[config.mk]
export PLATFORM = sky130hd
export DESIGN_NAME = npa_aligner
export DESIGN_NICKNAME = d
export VERILOG_FILES = /design/src/logic/npa_pkg.sv /design/src/logic/npa_buf2.sv /design/src/logic/npa_aligner.sv
export SDC_FILE = /design/constraint.sdc
export NUM_CORES = 1
export LEC_CHECK = 0
export ABC_AREA = 1
export ABC_CLOCK_PERIOD_IN_PS = 4800
export BUFFER_PORTS_ARGS = -buffer_cell sky130_fd_sc_hd__buf_2
export CAP_MARGIN = 20
export CORE_ASPECT_RATIO = 0.7
export CORE_MARGIN = 2
export CORE_UTILIZATION = 55
export CTS_CLUSTER_SIZE = 14
export DETAILED_ROUTE_END_ITERATION = 8
export GPL_TIMING_DRIVEN = 1
export PLACE_DENSITY = 0.77
export SLEW_MARGIN = 40
export SYNTH_ARGS = -nofsm -noshare
export SYNTH_HDL_FRONTEND = slang
export SYNTH_SLANG_ARGS = --single-unit
[constraint.sdc]
create_clock -name ref_clk -period 4.8 [get_ports ref_clk]
set_input_delay 0.72 -clock ref_clk [delete_from_list [all_inputs] [get_ports ref_clk]]
set_output_delay 0.72 -clock ref_clk [all_outputs]
set_load 0.02 [all_outputs]
[src/logic/npa_pkg.sv]
`default_nettype none
package npa_pkg;

  // transfer size as issued by the bus state controller
  typedef enum logic [1:0] {
    SZ_BYTE = 2'b00,
    SZ_WORD = 2'b01,
    SZ_LONG = 2'b10,
    SZ_QUAD = 2'b11
  } npa_size_t;

  // width of the external device port
  typedef enum logic {
    PW_16 = 1'b0,
    PW_8  = 1'b1
  } npa_width_t;

  // sequencer states
  typedef enum logic {
    ST_IDLE = 1'b0,
    ST_RUN  = 1'b1
  } npa_state_t;

  // one processor transfer; data is right-justified
  typedef struct packed {
    npa_size_t  size;
    npa_width_t width;
    logic       odd_addr;
    logic       write;
    logic [63:0] data;
  } npa_req_t;

  // one access on the narrow port; a strobe flag stands for write, column and mask of its lane
  typedef struct packed {
    logic [15:0] lane_data;
    logic        write_strobe_lane1;
    logic        write_strobe_lane0;
    logic        write;
    logic        last;
  } npa_beat_t;

  // access counts per size
  localparam logic [3:0] BEATS_16_BYTE = 4'h1;
  localparam logic [3:0] BEATS_16_WORD = 4'h1;
  localparam logic [3:0] BEATS_16_LONG = 4'h2;
  localparam logic [3:0] BEATS_16_QUAD = 4'h4;
  localparam logic [3:0] BEATS_8_BYTE  = 4'h1;
  localparam logic [3:0] BEATS_8_WORD  = 4'h2;
  localparam logic [3:0] BEATS_8_LONG  = 4'h4;
  localparam logic [3:0] BEATS_8_QUAD  = 4'h8;

  // reset values and full buffer count
  localparam logic [2:0] IDX_RST   = 3'h0;
  localparam logic       READY_RST = 1'b1;
  localparam logic [1:0] CNT_RST   = 2'h0;
  localparam logic [1:0] BUF_FULL  = 2'h2;

endpackage
`default_nettype wire

[src/logic/npa_buf2.sv]
`default_nettype none
module npa_buf2
  import npa_pkg::*;
#(
  parameter int W = 8
) (
  input  wire logic         clk,       // bus clock
  input  wire logic         rst_n,     // synchronised reset, low active
  input  wire logic         in_valid,  // producer has a word
  output logic              in_ready,  // room for a word
  input  wire logic [W-1:0] in_data,   // word in
  output logic              out_valid, // head word present (flop)
  input  wire logic         out_ready, // consumer takes head
  output logic [W-1:0]      out_data   // head word (flop)
);

  logic [W-1:0] slot0_q, slot0_d, slot1_q, slot1_d;
  logic [1:0]   cnt_q, cnt_d;
  logic         valid_q, valid_d;
  logic         push, pop;

  // head always lives in slot0 so the outputs come straight from flops
  always_comb begin
    in_ready = (cnt_q != BUF_FULL);
    push     = in_valid && in_ready;
    pop      = valid_q && out_ready;
    slot0_d  = slot0_q;
    slot1_d  = slot1_q;
    cnt_d    = cnt_q;
    if (push && pop) begin
      if (cnt_q == 2'h1) begin
        slot0_d = in_data;
      end else begin
        slot0_d = slot1_q;
        slot1_d = in_data;
      end
    end else if (pop) begin
      slot0_d = slot1_q;
      cnt_d   = cnt_q - 2'h1;
    end else if (push) begin
      if (cnt_q == 2'h0) begin
        slot0_d = in_data;
      end else begin
        slot1_d = in_data;
      end
      cnt_d = cnt_q + 2'h1;
    end
    valid_d = (cnt_d != 2'h0);
  end

  // storage
  always_ff @(posedge clk or negedge rst_n) begin
    if (!rst_n) begin
      slot0_q <= '0;
      slot1_q <= '0;
      cnt_q   <= CNT_RST;
      valid_q <= 1'b0;
    end else begin
      slot0_q <= slot0_d;
      slot1_q <= slot1_d;
      cnt_q   <= cnt_d;
      valid_q <= valid_d;
    end
  end

  assign out_valid = valid_q;
  assign out_data  = slot0_q;

endmodule
`default_nettype wire

[src/logic/npa_aligner.sv]
`default_nettype none
module npa_aligner
  import npa_pkg::*;
(
  input  wire logic      ref_clk,    // 100 MHz bus clock
  input  wire logic      rst_n,      // async reset, low active
  input  wire logic      req_valid,  // transfer offered
  output logic           req_ready,  // idle, transfer taken (flop)
  input  wire npa_req_t  req,        // transfer descriptor
  output logic           beat_valid, // port access present (flop)
  input  wire logic      beat_ready, // device side takes access
  output npa_beat_t      beat        // lane data and strobes (flop)
);

  logic       rst_meta_q, rst_sync_q;
  npa_state_t state_q, state_d;
  npa_req_t   req_q, req_d;
  logic [2:0] idx_q, idx_d;
  logic       ready_q, ready_d;
  logic       buf_in_ready;
  logic       push;
  npa_beat_t  beat_d;

  // access count for a size and port width
  function automatic logic [3:0] beats_of(input npa_size_t sz, input npa_width_t w);
    logic [3:0] n;
    n = BEATS_16_BYTE;
    unique case (sz)
      SZ_BYTE: n = (w == PW_8) ? BEATS_8_BYTE : BEATS_16_BYTE;
      SZ_WORD: n = (w == PW_8) ? BEATS_8_WORD : BEATS_16_WORD;
      SZ_LONG: n = (w == PW_8) ? BEATS_8_LONG : BEATS_16_LONG;
      SZ_QUAD: n = (w == PW_8) ? BEATS_8_QUAD : BEATS_16_QUAD;
    endcase
    return n;
  endfunction

  // lane data and strobes of access idx, most significant part first
  function automatic npa_beat_t beat_of(input npa_req_t r, input logic [2:0] idx);
    npa_beat_t  b;
    logic [3:0] n;
    logic [2:0] rem;
    b   = '0;
    n   = beats_of(r.size, r.width);
    rem = 3'(n - 4'h1 - {1'b0, idx});
    b.write = r.write;
    b.last  = ({1'b0, idx} == (n - 4'h1));
    if (r.width == PW_8) begin
      b.lane_data          = {8'h00, r.data[{rem, 3'b000} +: 8]};
      b.write_strobe_lane0 = 1'b1;
    end else if (r.size == SZ_BYTE) begin
      if (r.odd_addr) begin
        b.lane_data          = {8'h00, r.data[7:0]};
        b.write_strobe_lane0 = 1'b1;
      end else begin
        b.lane_data          = {r.data[7:0], 8'h00};
        b.write_strobe_lane1 = 1'b1;
      end
    end else begin
      b.lane_data          = r.data[{rem[1:0], 4'h0} +: 16];
      b.write_strobe_lane1 = 1'b1;
      b.write_strobe_lane0 = 1'b1;
    end
    return b;
  endfunction

  // reset release through two flops; assertion stays asynchronous
  always_ff @(posedge ref_clk or negedge rst_n) begin
    if (!rst_n) begin
      rst_meta_q <= 1'b0;
      rst_sync_q <= 1'b0;
    end else begin
      rst_meta_q <= 1'b1;
      rst_sync_q <= rst_meta_q;
    end
  end

  // sequencer: take a transfer, then emit its accesses one per free buffer slot
  always_comb begin
    state_d = state_q;
    req_d   = req_q;
    idx_d   = idx_q;
    ready_d = ready_q;
    beat_d  = beat_of(req_q, idx_q);
    push    = (state_q == ST_RUN) && buf_in_ready;
    unique case (state_q)
      ST_IDLE: begin
        if (req_valid && ready_q) begin
          req_d   = req;
          idx_d   = IDX_RST;
          ready_d = 1'b0;
          state_d = ST_RUN;
        end
      end
      ST_RUN: begin
        // a full buffer stalls here, so no access is ever dropped
        if (push) begin
          if (beat_d.last) begin
            state_d = ST_IDLE;
            ready_d = 1'b1;
          end else begin
            idx_d = idx_q + 3'h1;
          end
        end
      end
    endcase
  end

  // sequencer registers
  always_ff @(posedge ref_clk or negedge rst_sync_q) begin
    if (!rst_sync_q) begin
      state_q <= ST_IDLE;
      req_q   <= '0;
      idx_q   <= IDX_RST;
      ready_q <= READY_RST;
    end else begin
      state_q <= state_d;
      req_q   <= req_d;
      idx_q   <= idx_d;
      ready_q <= ready_d;
    end
  end

  assign req_ready = ready_q;

  // two-entry buffer decouples a stalling device port from the sequencer
  npa_buf2 #(
    .W ($bits(npa_beat_t))
  ) u_buf (
    .clk       (ref_clk),
    .rst_n     (rst_sync_q),
    .in_valid  (push),
    .in_ready  (buf_in_ready),
    .in_data   (beat_d),
    .out_valid (beat_valid),
    .out_ready (beat_ready),
    .out_data  (beat)
  );

  wire p16 = push && (req_q.width == PW_16);
  wire p8  = push && (req_q.width == PW_8);
endmodule
`default_nettype wire

Word-level counts from Yosys, hierarchy flattened
Cells that the tools add are included.
{ "op_classes": {"add_sub_neg": 5, "n_mul": 0, "div_mod_pow": 0, "n_lt_le_gt_ge": 0, "n_eq_ne": 13, "n_shift": 2, "n_mux": 36, "n_bitwise": 1, "reduce_logical": 16} }
{ "ops": {"columns": ["operator", "count"], "rows": [
  ["$mux 20", 10],
  ["$shiftx 64x7->16", 1],
  ["$shiftx 64x7->8", 1],
  ["$mux 16", 2],
  ["$mux 18", 1],
  ["$pmux 4 s4", 1],
  ["$mux 3", 4],
  ["$mux 1", 10],
  ["$ne 2x2->1 const B", 5],
  ["$mux 2", 4],
  ["$ne 2x1->1 const B", 3],
  ["$pmux 3 s2", 1],
  ["$reduce_and 3->1", 2],
  ["$reduce_bool 3->1", 2],
  ["$logic_and 1x1->1", 5],
  ["$eq 2x1->1 const B", 2],
  ["$eq 2x2->1 const B", 2],
  ["$eq 3x4->1", 1],
  ["$logic_not 2->1", 2],
  ["$mux 4", 1],
  ["$pmux 1 s2", 2],
  ["$reduce_and 2->1", 2],
  ["$reduce_and 4->1", 1],
  ["$reduce_bool 2->1", 2],
  ["other kinds (6)", 6]
]} }
{ "word_totals": {"register_bits": 119, "latchBits": 0, "ramBits": 0, "romBits": 0, "output_inout_bits": 22, "n_memories": 0} }

Longest topological paths before layout
Gate-level depths: netlist of the first run.
{ "depth": {"word_depth": 11, "ltp_mapped": 17, "ltp_nobuf": 17} }

Modules after synthesis
Synthesis of the first run repeated with hierarchy kept, for this count alone.
{ "unflattened": {"hier_cells": 1027, "area_unflattened_um2": 6919.1} }
{ "by_module_without_submodules": {"columns": ["module", "instances", "cells_each", "area_per_inst_um2", "seq_area_each_um2"], "rows": [
  ["npa_aligner", 1, 625, 4377.9, 1903.1],
  ["npa_buf2", 1, 402, 2541.2, 1076.0]
]} }

Worst setup path before layout of the first run
Ideal clock, no wire load.
{ "synth_timing": {"kind": "register -> register", "from": "reg req_q[66] (netlist name)", "to": "reg u_buf.slot1_q[11]", "setup_time_ps": 126, "arrival_time_ps": 2402, "t_required_ps": 4674, "slack_ps": 2272, "path_stages_with_launch": 16, "n_path_buf": 1, "path_cell_list": "dfrtp_1 -> nand2_1 -> inv_1 -> nor2_1 -> inv_1 -> ha_1 -> fa_1 -> inv_1 -> clkbuf_1 -> nand3_1 -> nand3_1 -> o21ai_0 -> inv_1 -> nand2_1 -> nand2_1 -> o21ai_0"} }
{ "synth_between": {"elab_chain_len": 11} }
{ "synth_lines": {"columns": ["item", "line_no", "text"], "rows": [
  ["start: declaration", "npa_aligner.sv:17", "npa_req_t req_q, req_d;"],
  ["start signal: assignment", "npa_aligner.sv:117", "req_q <= req_d;"],
  ["$mux 2 / $mux 3 (equally long branches)", "npa_aligner.sv:30, npa_aligner.sv:31", null],
  ["$pmux 4 s4", "npa_aligner.sv:28", "unique case (sz)"],
  ["$sub 4x1->4", null, null],
  ["$sub 3x3->3", "npa_aligner.sv:44", "rem = 3'(n - 4'h1 - {1'b0, idx});"],
  ["$shiftx 64x7->16", "npa_aligner.sv:59", "b.lane_data = r.data[{rem[1:0], 4'h0} +: 16];"],
  ["$mux 18", "npa_aligner.sv:50", "end else if (r.size == SZ_BYTE) begin"],
  ["$mux 16 (*)", "npa_aligner.sv:47", "if (r.width == PW_8) begin"],
  ["$mux 20", "npa_buf2.sv:41", "if (cnt_q == 2'h0) begin"],
  ["$mux 20", "npa_buf2.sv:40", "end else if (push) begin"],
  ["$mux 20", "npa_buf2.sv:37", "end else if (pop) begin"],
  ["$mux 20 (*)", "npa_buf2.sv:30", "if (push && pop) begin"],
  ["end signal: assignment", "npa_buf2.sv:60", "slot1_q <= slot1_d;"],
  ["end: declaration", "npa_buf2.sv:17", "logic [W-1:0] slot0_q, slot0_d, slot1_q, slot1_d;"]
]} }
Mark *: on every way between the ends. The rest lies on a longest branch, timed or not. The select of a mux whose other input is x is not followed.
A chain may end at the register's enable or synchronous reset.

Worst setup path in the final report of the first run
{ "layout_timing": {"from": "reg req_q[66] (netlist name)", "to": "reg u_buf.slot0_q[12], in the netlist u_buf.out_data[12]"} }
{ "layout_between": {"elab_chain_len": 11} }
{ "layout_lines": {"columns": ["item", "line_no", "text"], "rows": [
  ["$mux 2 / $mux 3 (equally long branches)", "npa_aligner.sv:30, npa_aligner.sv:31", null],
  ["$pmux 4 s4", "npa_aligner.sv:28", null],
  ["$sub 4x1->4", null, null],
  ["$sub 3x3->3", "npa_aligner.sv:44", null],
  ["$shiftx 64x7->16", "npa_aligner.sv:59", null],
  ["$mux 18", "npa_aligner.sv:50", null],
  ["$mux 16 (*)", "npa_aligner.sv:47", null],
  ["$mux 20", "npa_buf2.sv:41", null],
  ["$mux 20", "npa_buf2.sv:40", null],
  ["$mux 20", "npa_buf2.sv:37", null],
  ["$mux 20 (*)", "npa_buf2.sv:30", null],
  ["end signal: assignment", "npa_buf2.sv:59", "slot0_q <= slot0_d;"],
  ["end: declaration", "npa_buf2.sv:17", null]
]} }
Marked as above.

==> PnR_summary.wiki, run 1 <==
{| class="wikitable"
! Metric !! Value
|-
| Number of ports placed on the die boundary || 95
|-
| Post-DP HPWL || between 10000 and 15000 um
|-
| Clk buf depth || 2
|-
| Path depth of the worst reg2reg path || 13
|-
| Post-route ant nets || 0
|-
| Final weighted congestion in routability-driven placement || 0.9175
|-
| Number of endpoints failing setup at the final stage || 0
|-
| Area Growth Syn to Fin || 17.31%
|-
| Type of element launching the critical path || flop
|-
| Worst clock skew || around 0.009 ns
|-
| Detailed-route via count || 5795
|-
| Net count after synthesis || 931
|-
| Yosys warning total || 0
|-
| Clock Pin Slew Worst Setup and Hold Paths || 0.06 ns
|-
| Sink Count || roughly 120
|-
| Die span in y || 93.31 um
|-
| Total DRC errors in the routed layout || 0
|-
| Setup TNS || 0 ns
|-
| Effective utilization at floorplan || 56.71%
|-
| Outcome || finished clean
|-
| Number of levels the H-tree was split into || 4
|-
| Number of buffers created by CTS || 17
|-
| Register area share after synthesis || 47.53%
|-
| Maximum clock frequency || roughly 290 MHz
|-
| Ratio of routed vias to standard cells || 5.297
|-
| Max-capacitance violation count || 0
|-
| DRC violation total after the first TritonRoute iteration || around 530
|-
| Resized cells post-CTS || 0
|-
| Required time of the worst setup path || 5.14 ns
|-
| Filler Cell Count || 992
|-
| Number of global-route vias before repair || 5493
|-
| Type of the worst setup path || reg2reg
|-
| Nature of the critical path endpoint || flop
|-
| Post-synthesis instance area || 0.006267 sq mm
|-
| Worst-margin pin slew || 0.6897 ns
|-
| WL per Instance || 14.76 um
|-
| Fin nets || about 1.0k
|-
| Headroom to the max-slew limit || between 50% and 60%
|-
| Number of distinct library cell variants in the gate-level netlist after synthesis || 34
|-
| Worst Path Arrival || 3.78 ns
|-
| Global-route usage over all layers || ~28%
|-
| Count of endpoints failing hold in the final timing report || 0
|-
| Clock Latency Late Sink || approximately 0.42 ns
|-
| Drt total wl || 16150 um
|-
| Total count of max-transition violations in the final report || 0
|-
| Critical Path Source || req_q[66]
|-
| R2r startpoint || req_q[66]
|-
| Synthesized flop and latch total || 119
|-
| Number of post-CTS setup repair buffers || 0
|-
| Maximum number of pins on one net before global-route repair || 82
|-
| Average footprint of a synthesized cell || 7.373 sq um
|-
| Minimum clock period || between 3 and 4 ns
|-
| Unrepaired setup endpoints after global routing || false
|-
| Non-filler cells in the finished layout || between 1k and 1.5k
|-
| Number of antenna violations at the first check in global routing || 0
|-
| Total number of placement rows || 32
|-
| Overall die area || 0.01228 sq mm
|-
| Final global-route overflow total || 0
|-
| Global-route wire length before repair || ~27000 um
|-
| Root buf cell || clkbuf_16
|-
| Share of cells above drive strength 1 || 17.85%
|-
| CTS tree || done
|-
| Cells after synthesis || 850
|-
| Number of placed cells counting well taps || 1062
|-
| 1st-pass router iterations || 6
|-
| Die boundary width || 131.6 um
|-
| Number of inserted diodes || 0
|-
| Number of buffers inserted by port buffering || 94
|-
| Placeable Area || 0.01105 sq mm
|-
| Number of hold-repair buffers added at the cts stage || 0
|-
| Fin crit share || 71.81%
|-
| Max FO, Critical Path || 34
|-
| Type of the worst min-delay path || in2async
|}
-- placed cells by master (no fill, tap or decap), types with 8 or more instances in the layout --
| cell | instances |
|---|---|
| buf_2 | 94 |
| or2_2 | 8 |
| a21oi_1 | 28 |
| dfrtp_1 | 117 |
| o21ai_0 | 95 |
| clkbuf_16 | 17 |
| nand3_1 | 73 |
| nand2_2 | 9 |
| nand2_1 | 326 |
| inv_1 | 67 |
| nor2_1 | 36 |
-- logic make-up (layout without fill, tap and decap cells) --
kind of cell | after synthesis | in the layout | synth area share [%]
AO/OA/AOI/OAI | 140 | 140 | 11.86
XOR/XNOR | 2 | 2 | 0.2795
adder cells (fa/ha/maj) | 8 | 8 | 1.717
buffers and inverters | 119 | 210 | 8.026
flip-flops | 119 | 119 | 47.53
other | 1 | 1 | 0.05983
AND/OR/NAND/NOR | 461 | 461 | 30.52
-- cell usage after synthesis, drive strengths merged --
cell type	count	area share (%)
ha	7	1.4
dfstp	1	0.42
buf	26	2.4
nand4	1	0.20
clkinv	1	0.080
o22ai	2	0.42
nor2	38	2.4
nand2	335	20
o21ai	98	7.8
clkbuf	16	1.0
xor2	2	0.28
conb	1	0.060
dfrtp	118	47
o31ai	1	0.12
inv	76	4.6
o32ai	2	0.28
nand3	77	6.5
or2	10	1.0
fa	1	0.32
a31oi	7	0.70
a21oi	30	2.5
-- stage by stage --
stage / cell area [sq um] / setup WS [ns] / util, % / hold slack [ns]
final: 7352 / 1.353 / 66.53 / 0.07700
after global routing: 7352 / 1.044 / 66.53 / 0.06921
after CTS: 7336 / 1.386 / 66.38 / 0.07055
after detailed placement: 6788 / 1.428 / 61.42 / 0.2506
after global placement: 6765 / 1.220 / 61.22 / 0.3354
after floorplan: 6267 / 1.241 / - / 0.3312
-- critical path, stage by stage, from the launching register on --
cell and delay, ns:
dfrtp_1 0.66, nand2_1 0.16, inv_1 0.09, nor2_1 0.05, inv_1 0.08, nand2_1 0.05, ha_1 0.31, fa_1 0.46
buf_4 0.25, inv_2 0.45, a21oi_1 0.10, o32ai_1 0.46, nand2_1 0.10, a21oi_1 0.14
-- metal layers --
metal	track usage, %	up-vias	part of all wire [%]
li1	-	2859	-
met1	39.23	2706	47
met2	43.98	210	45
met3	6.341	20	6.9
met4	8.967	0	1.4
met5	0	-	0
-- worst paths after layout --
kind / end / slack [ns]
worst max-delay path: u_buf.out_data[12] / 1.35
worst min-delay path: rst_sync_q / 0.08
worst max register to register: u_buf.out_data[12] / 1.35
worst min register to register: req_q[24] / 0.24
max in group asynchronous: req_q[30] / 3.61
min in group ref_clk: rst_sync_q / 0.35
-- final cells by class --
type	count	area, sq um	area share [%]
sequential	119	2983	40.57
multi-input combinational	612	2785	37.88
timing repair buffer	102	550.5	7.488
clock buffer	21	440.4	5.990
inverter	77	294.0	3.999
tap	153	191.4	2.604
clock inverter	10	107.6	1.464
-- flip-flops by register name, indices dropped and copies added (netlist names), 2 cells and up --
register,flops
req_q,68
u_buf.out_data,20
u_buf.cnt_q,2
u_buf.slot1_q,20
idx_q,3
Power of run 1 is left out: the tool's default activity adds up to more than one toggle a clock period on the data nets, which glitch-free logic cannot reach.
==> run 2: changes to the inputs <==
--- a/config.mk
+++ b/config.mk
@@ -5,17 +5,17 @@
 export SDC_FILE = /design/constraint.sdc
 export NUM_CORES = 1
 export LEC_CHECK = 0
-export ABC_AREA = 1
-export ABC_CLOCK_PERIOD_IN_PS = 4800
+export ABC_AREA = 0
+export ABC_CLOCK_PERIOD_IN_PS = 2900
 export BUFFER_PORTS_ARGS = -buffer_cell sky130_fd_sc_hd__buf_2
 export CAP_MARGIN = 20
 export CORE_ASPECT_RATIO = 0.7
 export CORE_MARGIN = 2
-export CORE_UTILIZATION = 55
+export CORE_UTILIZATION = 51
 export CTS_CLUSTER_SIZE = 14
 export DETAILED_ROUTE_END_ITERATION = 8
 export GPL_TIMING_DRIVEN = 1
-export PLACE_DENSITY = 0.77
+export PLACE_DENSITY = 0.76
 export SLEW_MARGIN = 40
 export SYNTH_ARGS = -nofsm -noshare
 export SYNTH_HDL_FRONTEND = slang
==> constraint.sdc (replaced) <==
create_clock -name ref_clk -period 2.9 [get_ports ref_clk]
set_input_delay 0.435 -clock ref_clk [delete_from_list [all_inputs] [get_ports ref_clk]]
set_output_delay 0.435 -clock ref_clk [all_outputs]
set_load 0.02 [all_outputs]
==> PnR_summary.wiki, run 2 <==
{| class="wikitable"
! Metric !! Value
|-
| Number of levels the H-tree was split into || 4 (unchanged)
|-
| Nature of the critical path endpoint || flop
|-
| Maximum clock frequency || 339.3 MHz (+17%)
|-
| Register area share after synthesis || 50.07% (+2.5 points)
|-
| Post-DP HPWL || 9459 um (-15%)
|-
| Type of element launching the critical path || flop
|-
| Cells after synthesis || 467 (-45%)
|-
| Unrepaired setup endpoints after global routing || true
|-
| Clk buf depth || 2 (unchanged)
|-
| Number of buffers inserted by port buffering || 94 (unchanged)
|-
| Cell taking the most area after synthesis || dfrtp_1
|-
| Number of distinct library cell variants in the gate-level netlist after synthesis || 45 (+32%)
|-
| Synthesized flop and latch total || 119 (unchanged)
|-
| Type of the worst setup path || reg2reg
|-
| Destination of the worst hold path || req_q[58]
|-
| EDFF count, synth || 0 (unchanged)
|-
| Effective utilization at floorplan || 53.26% (-3.5 points)
|-
| Global-route wire length before repair || 22590 um (-16%)
|-
| Adder-cell area share of the yosys netlist || 1.977% (+0.26 points)
|-
| Die boundary width || 133.1 um (+1.1%)
|-
| Average footprint of a synthesized cell || 12.74 sq um (+73%)
|-
| Required time of the worst setup path || 3.19 ns (-1.95 ns)
|-
| Area of all placed cells without fillers || 0.007518 sq mm (+2.3%)
|-
| Share of cells above drive strength 1 || 49.33% (+31 points)
|-
| Post-route ant nets || 0 (unchanged)
|-
| Number of ports placed on the die boundary || 95 (unchanged)
|-
| Worst Path Arrival || 3.23 ns (-0.55 ns)
|-
| Placeable Area || 0.01117 sq mm (+1.1%)
|-
| Root buf cell || clkbuf_16
|-
| Worst-margin pin slew || 0.6270 ns (-0.06269 ns)
|-
| Number of flip-flops in the largest register || 68 (unchanged)
|-
| Drt total wl || 14660 um (-9.3%)
|-
| Ratio of routed vias to standard cells || 5.922 (+12%)
|-
| Type of the worst min-delay path || in2reg
|-
| Worst Hold Path Cells || 2
|-
| Sink Count || 119 (unchanged)
|-
| Number of inserted diodes || 0 (unchanged)
|-
| Post-route setup slack || -0.04704 ns (-1.400 ns)
|-
| Most used cells in the layout excluding fill and tap cells || dfrtp_1, buf_2, mux2_2, nand2_1, nor2_1
|-
| Main area contributors after synthesis || dfrtp_1, mux2_2, mux4_2
|-
| WL per Instance || 19.62 um (+33%)
|-
| Dominant combinational cell family by area after synthesis || multiplexers
|-
| Xor and xnor fraction of the mapped netlist area || 1.115% (+0.84 points)
|-
| Minimum clock period || 2.947 ns (-0.5000 ns)
|-
| Worst clock skew || 0.009025 ns (+0.0002414 ns)
|-
| Fin nets || 662 (-34%)
|-
| R2r startpoint || req_q[67]
|-
| Complex-gate fraction of the synthesized area || 9.443% (-2.4 points)
|-
| Number of antenna violations at the first check in global routing || 0 (unchanged)
|-
| Clock Pin Slew Worst Setup and Hold Paths || 0.06 ns (about the same)
|-
| CTS tree || done
|-
| Count of endpoints failing hold in the final timing report || 0 (unchanged)
|-
| Placed cell areas || 0.006686 sq mm (-1.5%)
|-
| Number of endpoints failing setup at the final stage || 13 (+13)
|-
| Clock Latency Late Sink || 0.42 ns (about the same)
|-
| Cell with the most instances after synthesis || dfrtp_1
|-
| Top register by number of flip-flops || req_q
|-
| Maximum number of pins on one net before global-route repair || 74 (-9.8%)
|-
| Path depth of the worst reg2reg path || 10 (-3)
|-
| Worst r2r dst || u_buf.slot1_q[10]
|-
| Post-synthesis instance area || 0.005949 sq mm (-5.1%)
|-
| Net count after synthesis || 548 (-41%)
|-
| Area share of the largest cell type after synthesis || 49.63% (+2.5 points)
|-
| 1st-pass router iterations || 6 (unchanged)
|-
| Area share of and/or/nand/nor cells after synthesis || 6.562% (-24 points)
|-
| Global-route usage over all layers || 23.98% (-4.1 points)
|-
| Overall die area || 0.01256 sq mm (+2.3%)
|-
| Total number of placement rows || 32 (unchanged)
|-
| Final global-route overflow total || 0 (unchanged)
|-
| Outcome || finished, violations left
|-
| Hold path startpoint || req[58]
|-
| Filler Cell Count || 782 (-21%)
|-
| Number of global-route vias before repair || 4392 (-20%)
|-
| Max-capacitance violation count || 0 (unchanged)
|-
| Synth async-reset ratio || 100.0% (unchanged)
|-
| Yosys warning total || 0 (unchanged)
|-
| Total DRC errors in the routed layout || 0 (unchanged)
|-
| Violated checks || negative setup slack
|-
| Number of buffers created by CTS || 17 (unchanged)
|-
| Headroom to the max-slew limit || 57.67% (+3.6 points)
|-
| Area Growth Syn to Fin || 26.37%
|-
| Cell types with the highest counts after synthesis || dfrtp_1, mux2_2, nand2_1, nor2_1, mux4_2
|-
| Die span in y || 94.37 um (+1.1%)
|-
| Worst hold margin || 0.2381 ns (+0.1611 ns)
|-
| Finished Core Util || 67.31% (+0.77 points)
|-
| Total count of max-transition violations in the final report || 0 (unchanged)
|-
| Max FO, Critical Path || 6 (-82%)
|-
| Area of the multi-input gates || 0.002858 sq mm (+2.6%)
|-
| Fin crit share || 101.6% (+30 points)
|-
| Area taken by flip-flops and latches || 0.002985 sq mm (about the same)
|-
| Most frequent standard cell in the layout excluding fill and tap cells || dfrtp_1
|-
| Final weighted congestion in routability-driven placement || 0.8189 (-11%)
|-
| DRC violation total after the first TritonRoute iteration || 320 (-40%)
|-
| Detailed-route via count || 4424 (-24%)
|-
| Reg2Reg Setup Slack || -0.05 ns (-1.40 ns)
|-
| Post-synthesis mux area share || 27.26% (+27 points)
|-
| Dominant register cell in the synthesized netlist || dfrtp_1
|}
==> run 2: changes by cell type in the layout (fill, tap and decap cells not counted), sizes merged, moves of 21 or more <==
| cell | delta |
|---|---|
| nand2 | -295 |
| o21ai | -84 |
| mux2 | +80 |
| nand3 | -76 |
| inv | -65 |
| mux4 | +32 |
| buf | +21 |
==> run 2: worst max path at each step <==
stage                   start  cells past startpoint                 end  slack [ns]
finish              req_q[67]                     10   u_buf.slot1_q[10]       -0.05
CTS                 req_q[68]                     10    u_buf.slot1_q[4]       0.007
floorplan           req_q[66]                     12  u_buf.out_data[10]       0.002
detailed placement  req_q[68]                     10   u_buf.slot1_q[11]      -0.006
global route        req_q[67]                     11  u_buf.out_data[14]       -0.15
global placement    req_q[68]                     10   u_buf.slot1_q[10]        0.12
==> run 2: kinds of logic (layout without fill, tap and decap cells) <==
| kind of cell | count (synthesis) | after routing |
|---|---|---|
| flip-flops | 119 | 119 |
| multiplexers | 112 | 112 |
| AND/OR/NAND/NOR | 91 | 91 |
| AO/OA/AOI/OAI | 90 | 90 |
| buffers and inverters | 40 | 167 |
| adder cells (fa/ha/maj) | 9 | 9 |
| XOR/XNOR | 5 | 5 |
| other | 1 | 1 |
==> run 2: per-stage QoR <==
stage | instances | worst slack, ns | TNS, ns
CTS | 733 | 0.006815 | 0
finish | 747 | -0.04704 | -0.3370
global route | 747 | -0.1506 | -2.472
floorplan | 467 | 0.002026 | 0
global placement | 699 | 0.1176 | 0
detailed placement | 700 | -0.006186 | -0.006186
==> run 2: critical path: stages (launching register included) <==
cell and delay (ns):
dfrtp_2 0.44, a21oi_2 0.21, inv_1 0.09, ha_1 0.34, fa_2 0.64, buf_12 0.15
buf_4 0.11, mux4_2 0.48, nand2_1 0.08, mux2_2 0.16, a31oi_1 0.09
==> run 2: routing by layer <==
metal	vias up	wire, um	global-route usage [%]
met5	-	0	0
li1	1963	-	-
met4	0	311	9.043
met1	2210	6185	31.97
met2	218	6902	37.18
met3	33	1257	7.998
==> run 2: area by class of cell <==
type                       count  share of cell area (%)
tap                          153                   2.546
inverter                       9                  0.4493
timing repair buffer         126                   11.15
multi-input combinational    308                   38.01
clock inverter                 7                   1.548
clock buffer                  25                   6.590
sequential                   119                   39.71
==> run 2: timing repair <==
| item | CTS | global route |
|---|---|---|
| setup buffers | 0 | 12 |
| hold buffers | 1 | 0 |
| resized for setup | 2 | 18 |
| hold endpoints to repair | 2 | 0 |
| pin swaps | 0 | 7 |
| gates cloned | 0 | 2 |
| setup endpoints to repair | 6 | 22 |
Power of run 2 is left out for the same reason.
==> run 3: changes to the inputs <==
--- a/config.mk
+++ b/config.mk
@@ -7,15 +7,15 @@
 export LEC_CHECK = 0
 export ABC_AREA = 0
 export ABC_CLOCK_PERIOD_IN_PS = 2900
-export BUFFER_PORTS_ARGS = -buffer_cell sky130_fd_sc_hd__buf_2
 export CAP_MARGIN = 20
 export CORE_ASPECT_RATIO = 0.7
 export CORE_MARGIN = 2
-export CORE_UTILIZATION = 51
-export CTS_CLUSTER_SIZE = 14
+export CORE_UTILIZATION = 55
+export CTS_CLUSTER_SIZE = 12
 export DETAILED_ROUTE_END_ITERATION = 8
+export DONT_BUFFER_PORTS = 1
 export GPL_TIMING_DRIVEN = 1
-export PLACE_DENSITY = 0.76
+export PLACE_DENSITY = 0.8
 export SLEW_MARGIN = 40
 export SYNTH_ARGS = -nofsm -noshare
 export SYNTH_HDL_FRONTEND = slang
==> PnR_summary.wiki, run 3 (same netlist as run 2, synthesis figures left out) <==
{| class="wikitable"
! Metric !! Value
|-
| Ratio of routed vias to standard cells || 6.248 (+5.5%)
|-
| Final global-route overflow total || 0 (unchanged)
|-
| Type of the worst setup path || reg2reg
|-
| Most frequent standard cell in the layout excluding fill and tap cells || dfrtp_1
|-
| Required time of the worst setup path || 3.15 ns (-0.04 ns)
|-
| Most used cells in the layout excluding fill and tap cells || dfrtp_1, mux2_2, nand2_1, nor2_1, mux4_2
|-
| Detailed-route via count || 3874 (-12%)
|-
| Type of element launching the critical path || flop
|-
| Fin crit share || 96.33% (-5.3 points)
|-
| WL per Instance || 21.18 um (+8.0%)
|-
| Critical path endpoint || u_buf.out_data[10]
|-
| Placeable Area || 0.01043 sq mm (-6.6%)
|-
| Global-route usage over all layers || 23.63% (-0.35 points)
|-
| Die boundary width || 128.3 um (-3.6%)
|-
| Area Growth Syn to Fin || 15.35%
|-
| Sink Count || 119 (unchanged)
|-
| Max FO, Critical Path || 12 (+6)
|-
| Overall die area || 0.01168 sq mm (-7.0%)
|-
| Post-route ant nets || 0 (unchanged)
|-
| Clk buf depth || 2 (unchanged)
|-
| Post-DP HPWL || 8642 um (-8.6%)
|-
| Non-filler cells in the finished layout || 620 (-17%)
|-
| Worst clock skew || 0.007401 ns (-0.001624 ns)
|-
| Clock Latency Late Sink || 0.42 ns (about the same)
|-
| Path depth of the worst reg2reg path || 10 (unchanged)
|-
| Headroom to the max-slew limit || 44.61% (-13 points)
|-
| Top register by number of flip-flops || req_q
|-
| Minimum clock period || 2.794 ns (-0.1535 ns)
|-
| Number of buffers created by CTS || 17 (unchanged)
|-
| Final weighted congestion in routability-driven placement || 0.7504 (-8.4%)
|-
| Maximum number of pins on one net before global-route repair || 118 (+59%)
|-
| CTS tree || done
|-
| Number of global-route vias before repair || 4002 (-8.9%)
|-
| Number of placed cells counting well taps || 580 (-17%)
|-
| Total DRC errors in the routed layout || 0 (unchanged)
|-
| Effective utilization at floorplan || 57.02% (+3.8 points)
|-
| Die span in y || 91.02 um (-3.6%)
|-
| Max-capacitance violation count || 0 (unchanged)
|-
| Total number of placement rows || 31 (-3.1%)
|-
| Number of antenna violations at the first check in global routing || 0 (unchanged)
|-
| Type of the worst min-delay path || in2reg
|-
| Nature of the critical path endpoint || flop
|-
| Count of endpoints failing hold in the final timing report || 0 (unchanged)
|-
| Root buf cell || clkbuf_16
|-
| Drt total wl || 13130 um (-10%)
|-
| Maximum clock frequency || 358.0 MHz (+5.5%)
|-
| Reg2Reg Setup Slack || 0.11 ns (+0.15 ns)
|-
| Global-route wire length before repair || 20790 um (-8.0%)
|-
| Filler Cell Count || 730 (-6.6%)
|-
| Number of levels the H-tree was split into || 4 (unchanged)
|-
| Number of buffers inserted by port buffering || 0 (-100%)
|-
| Critical Path Source || req_q[68]
|-
| Worst Path Arrival || 3.04 ns (-0.19 ns)
|-
| Number of inserted diodes || 0 (unchanged)
|-
| 1st-pass router iterations || 4 (-2)
|-
| Fin nets || 556 (-16%)
|-
| Outcome || finished clean
|-
| Number of ports placed on the die boundary || 95 (unchanged)
|-
| Share of cells above drive strength 1 || 38.11% (-11 points)
|-
| Worst-margin pin slew || 0.8278 ns (+0.2008 ns)
|-
| Clock Pin Slew Worst Setup and Hold Paths || 0.06 ns (about the same)
|-
| Total count of max-transition violations in the final report || 0 (unchanged)
|-
| Number of endpoints failing setup at the final stage || 0 (-13)
|-
| Worst r2r dst || u_buf.out_data[10]
|-
| R2r startpoint || req_q[68]
|-
| DRC violation total after the first TritonRoute iteration || 295 (-7.8%)
|-
| Number of flip-flops in the largest register || 68 (unchanged)
|}
[run 3: stage by stage]
stage	utilization, %	instance area (sq um)	setup WS (ns)	setup TNS [ns]	hold slack (ns)
floorplan	-	6018	0.002026	0	0.1394
global placement	59.08	6165	0.1154	0	0.1395
detailed placement	59.08	6165	0.04601	0	0.1395
CTS	64.95	6777	0.02454	0	0.1524
global route	65.78	6863	-0.03285	-0.1463	0.1567
finish	65.78	6863	0.1064	0	0.1663
[run 3: how the worst min path moves through the flow]
stage                     startpoint  slack, ns    endpoint  depth (start not counted)
after floorplan                rst_n       0.14  rst_meta_q                          0
after global placement         rst_n       0.14  rst_meta_q                          0
after detailed placement       rst_n       0.14  rst_meta_q                          0
after CTS                    req[10]       0.15   req_q[10]                          1
after global routing         req[34]       0.16   req_q[34]                          1
final                        req[10]       0.17   req_q[10]                          1
[run 3: metal layers]
metal / GRT usage [%] / vias up / part of all wire (%)
met1: 30.28 / 1962 / 41
met5: 0 / - / 0
met3: 9.252 / 21 / 10
met2: 36.26 / 151 / 47
met4: 9.524 / 0 / 1.5
li1: - / 1740 / -
[run 3: cell type report]
class	instances	area, sq um	share of cell area (%)
Timing Repair Buffer	20	232.7	3.391
Clock inverter	13	148.9	2.170
Inverter	9	33.78	0.4923
Clock buffer	19	452.9	6.600
Multi-Input combinational cell	308	2846	41.48
Sequential cell	119	2983	43.46
Tap cell	132	165.2	2.407
[run 3: worst max-delay path, cell delays in order, from the launching register on]
cell and delay [ns]:
dfrtp_1 0.40, buf_4 0.15, a21oi_2 0.13, inv_1 0.09
ha_4 0.25, fa_2 0.60, buf_12 0.16, mux4_2 0.51
nand2_1 0.08, mux2_2 0.16, a31oi_1 0.09
[run 3: repair_timing]
action | 4_1_cts | 5_1_grt
endpoints found under the setup margin | 0 | 20
endpoints found under the hold margin | 2 | 0
hold buffers | 1 | 0
buffers inserted | 0 | 6
resized for setup | 0 | 2
Power of run 3 is left out for the same reason.
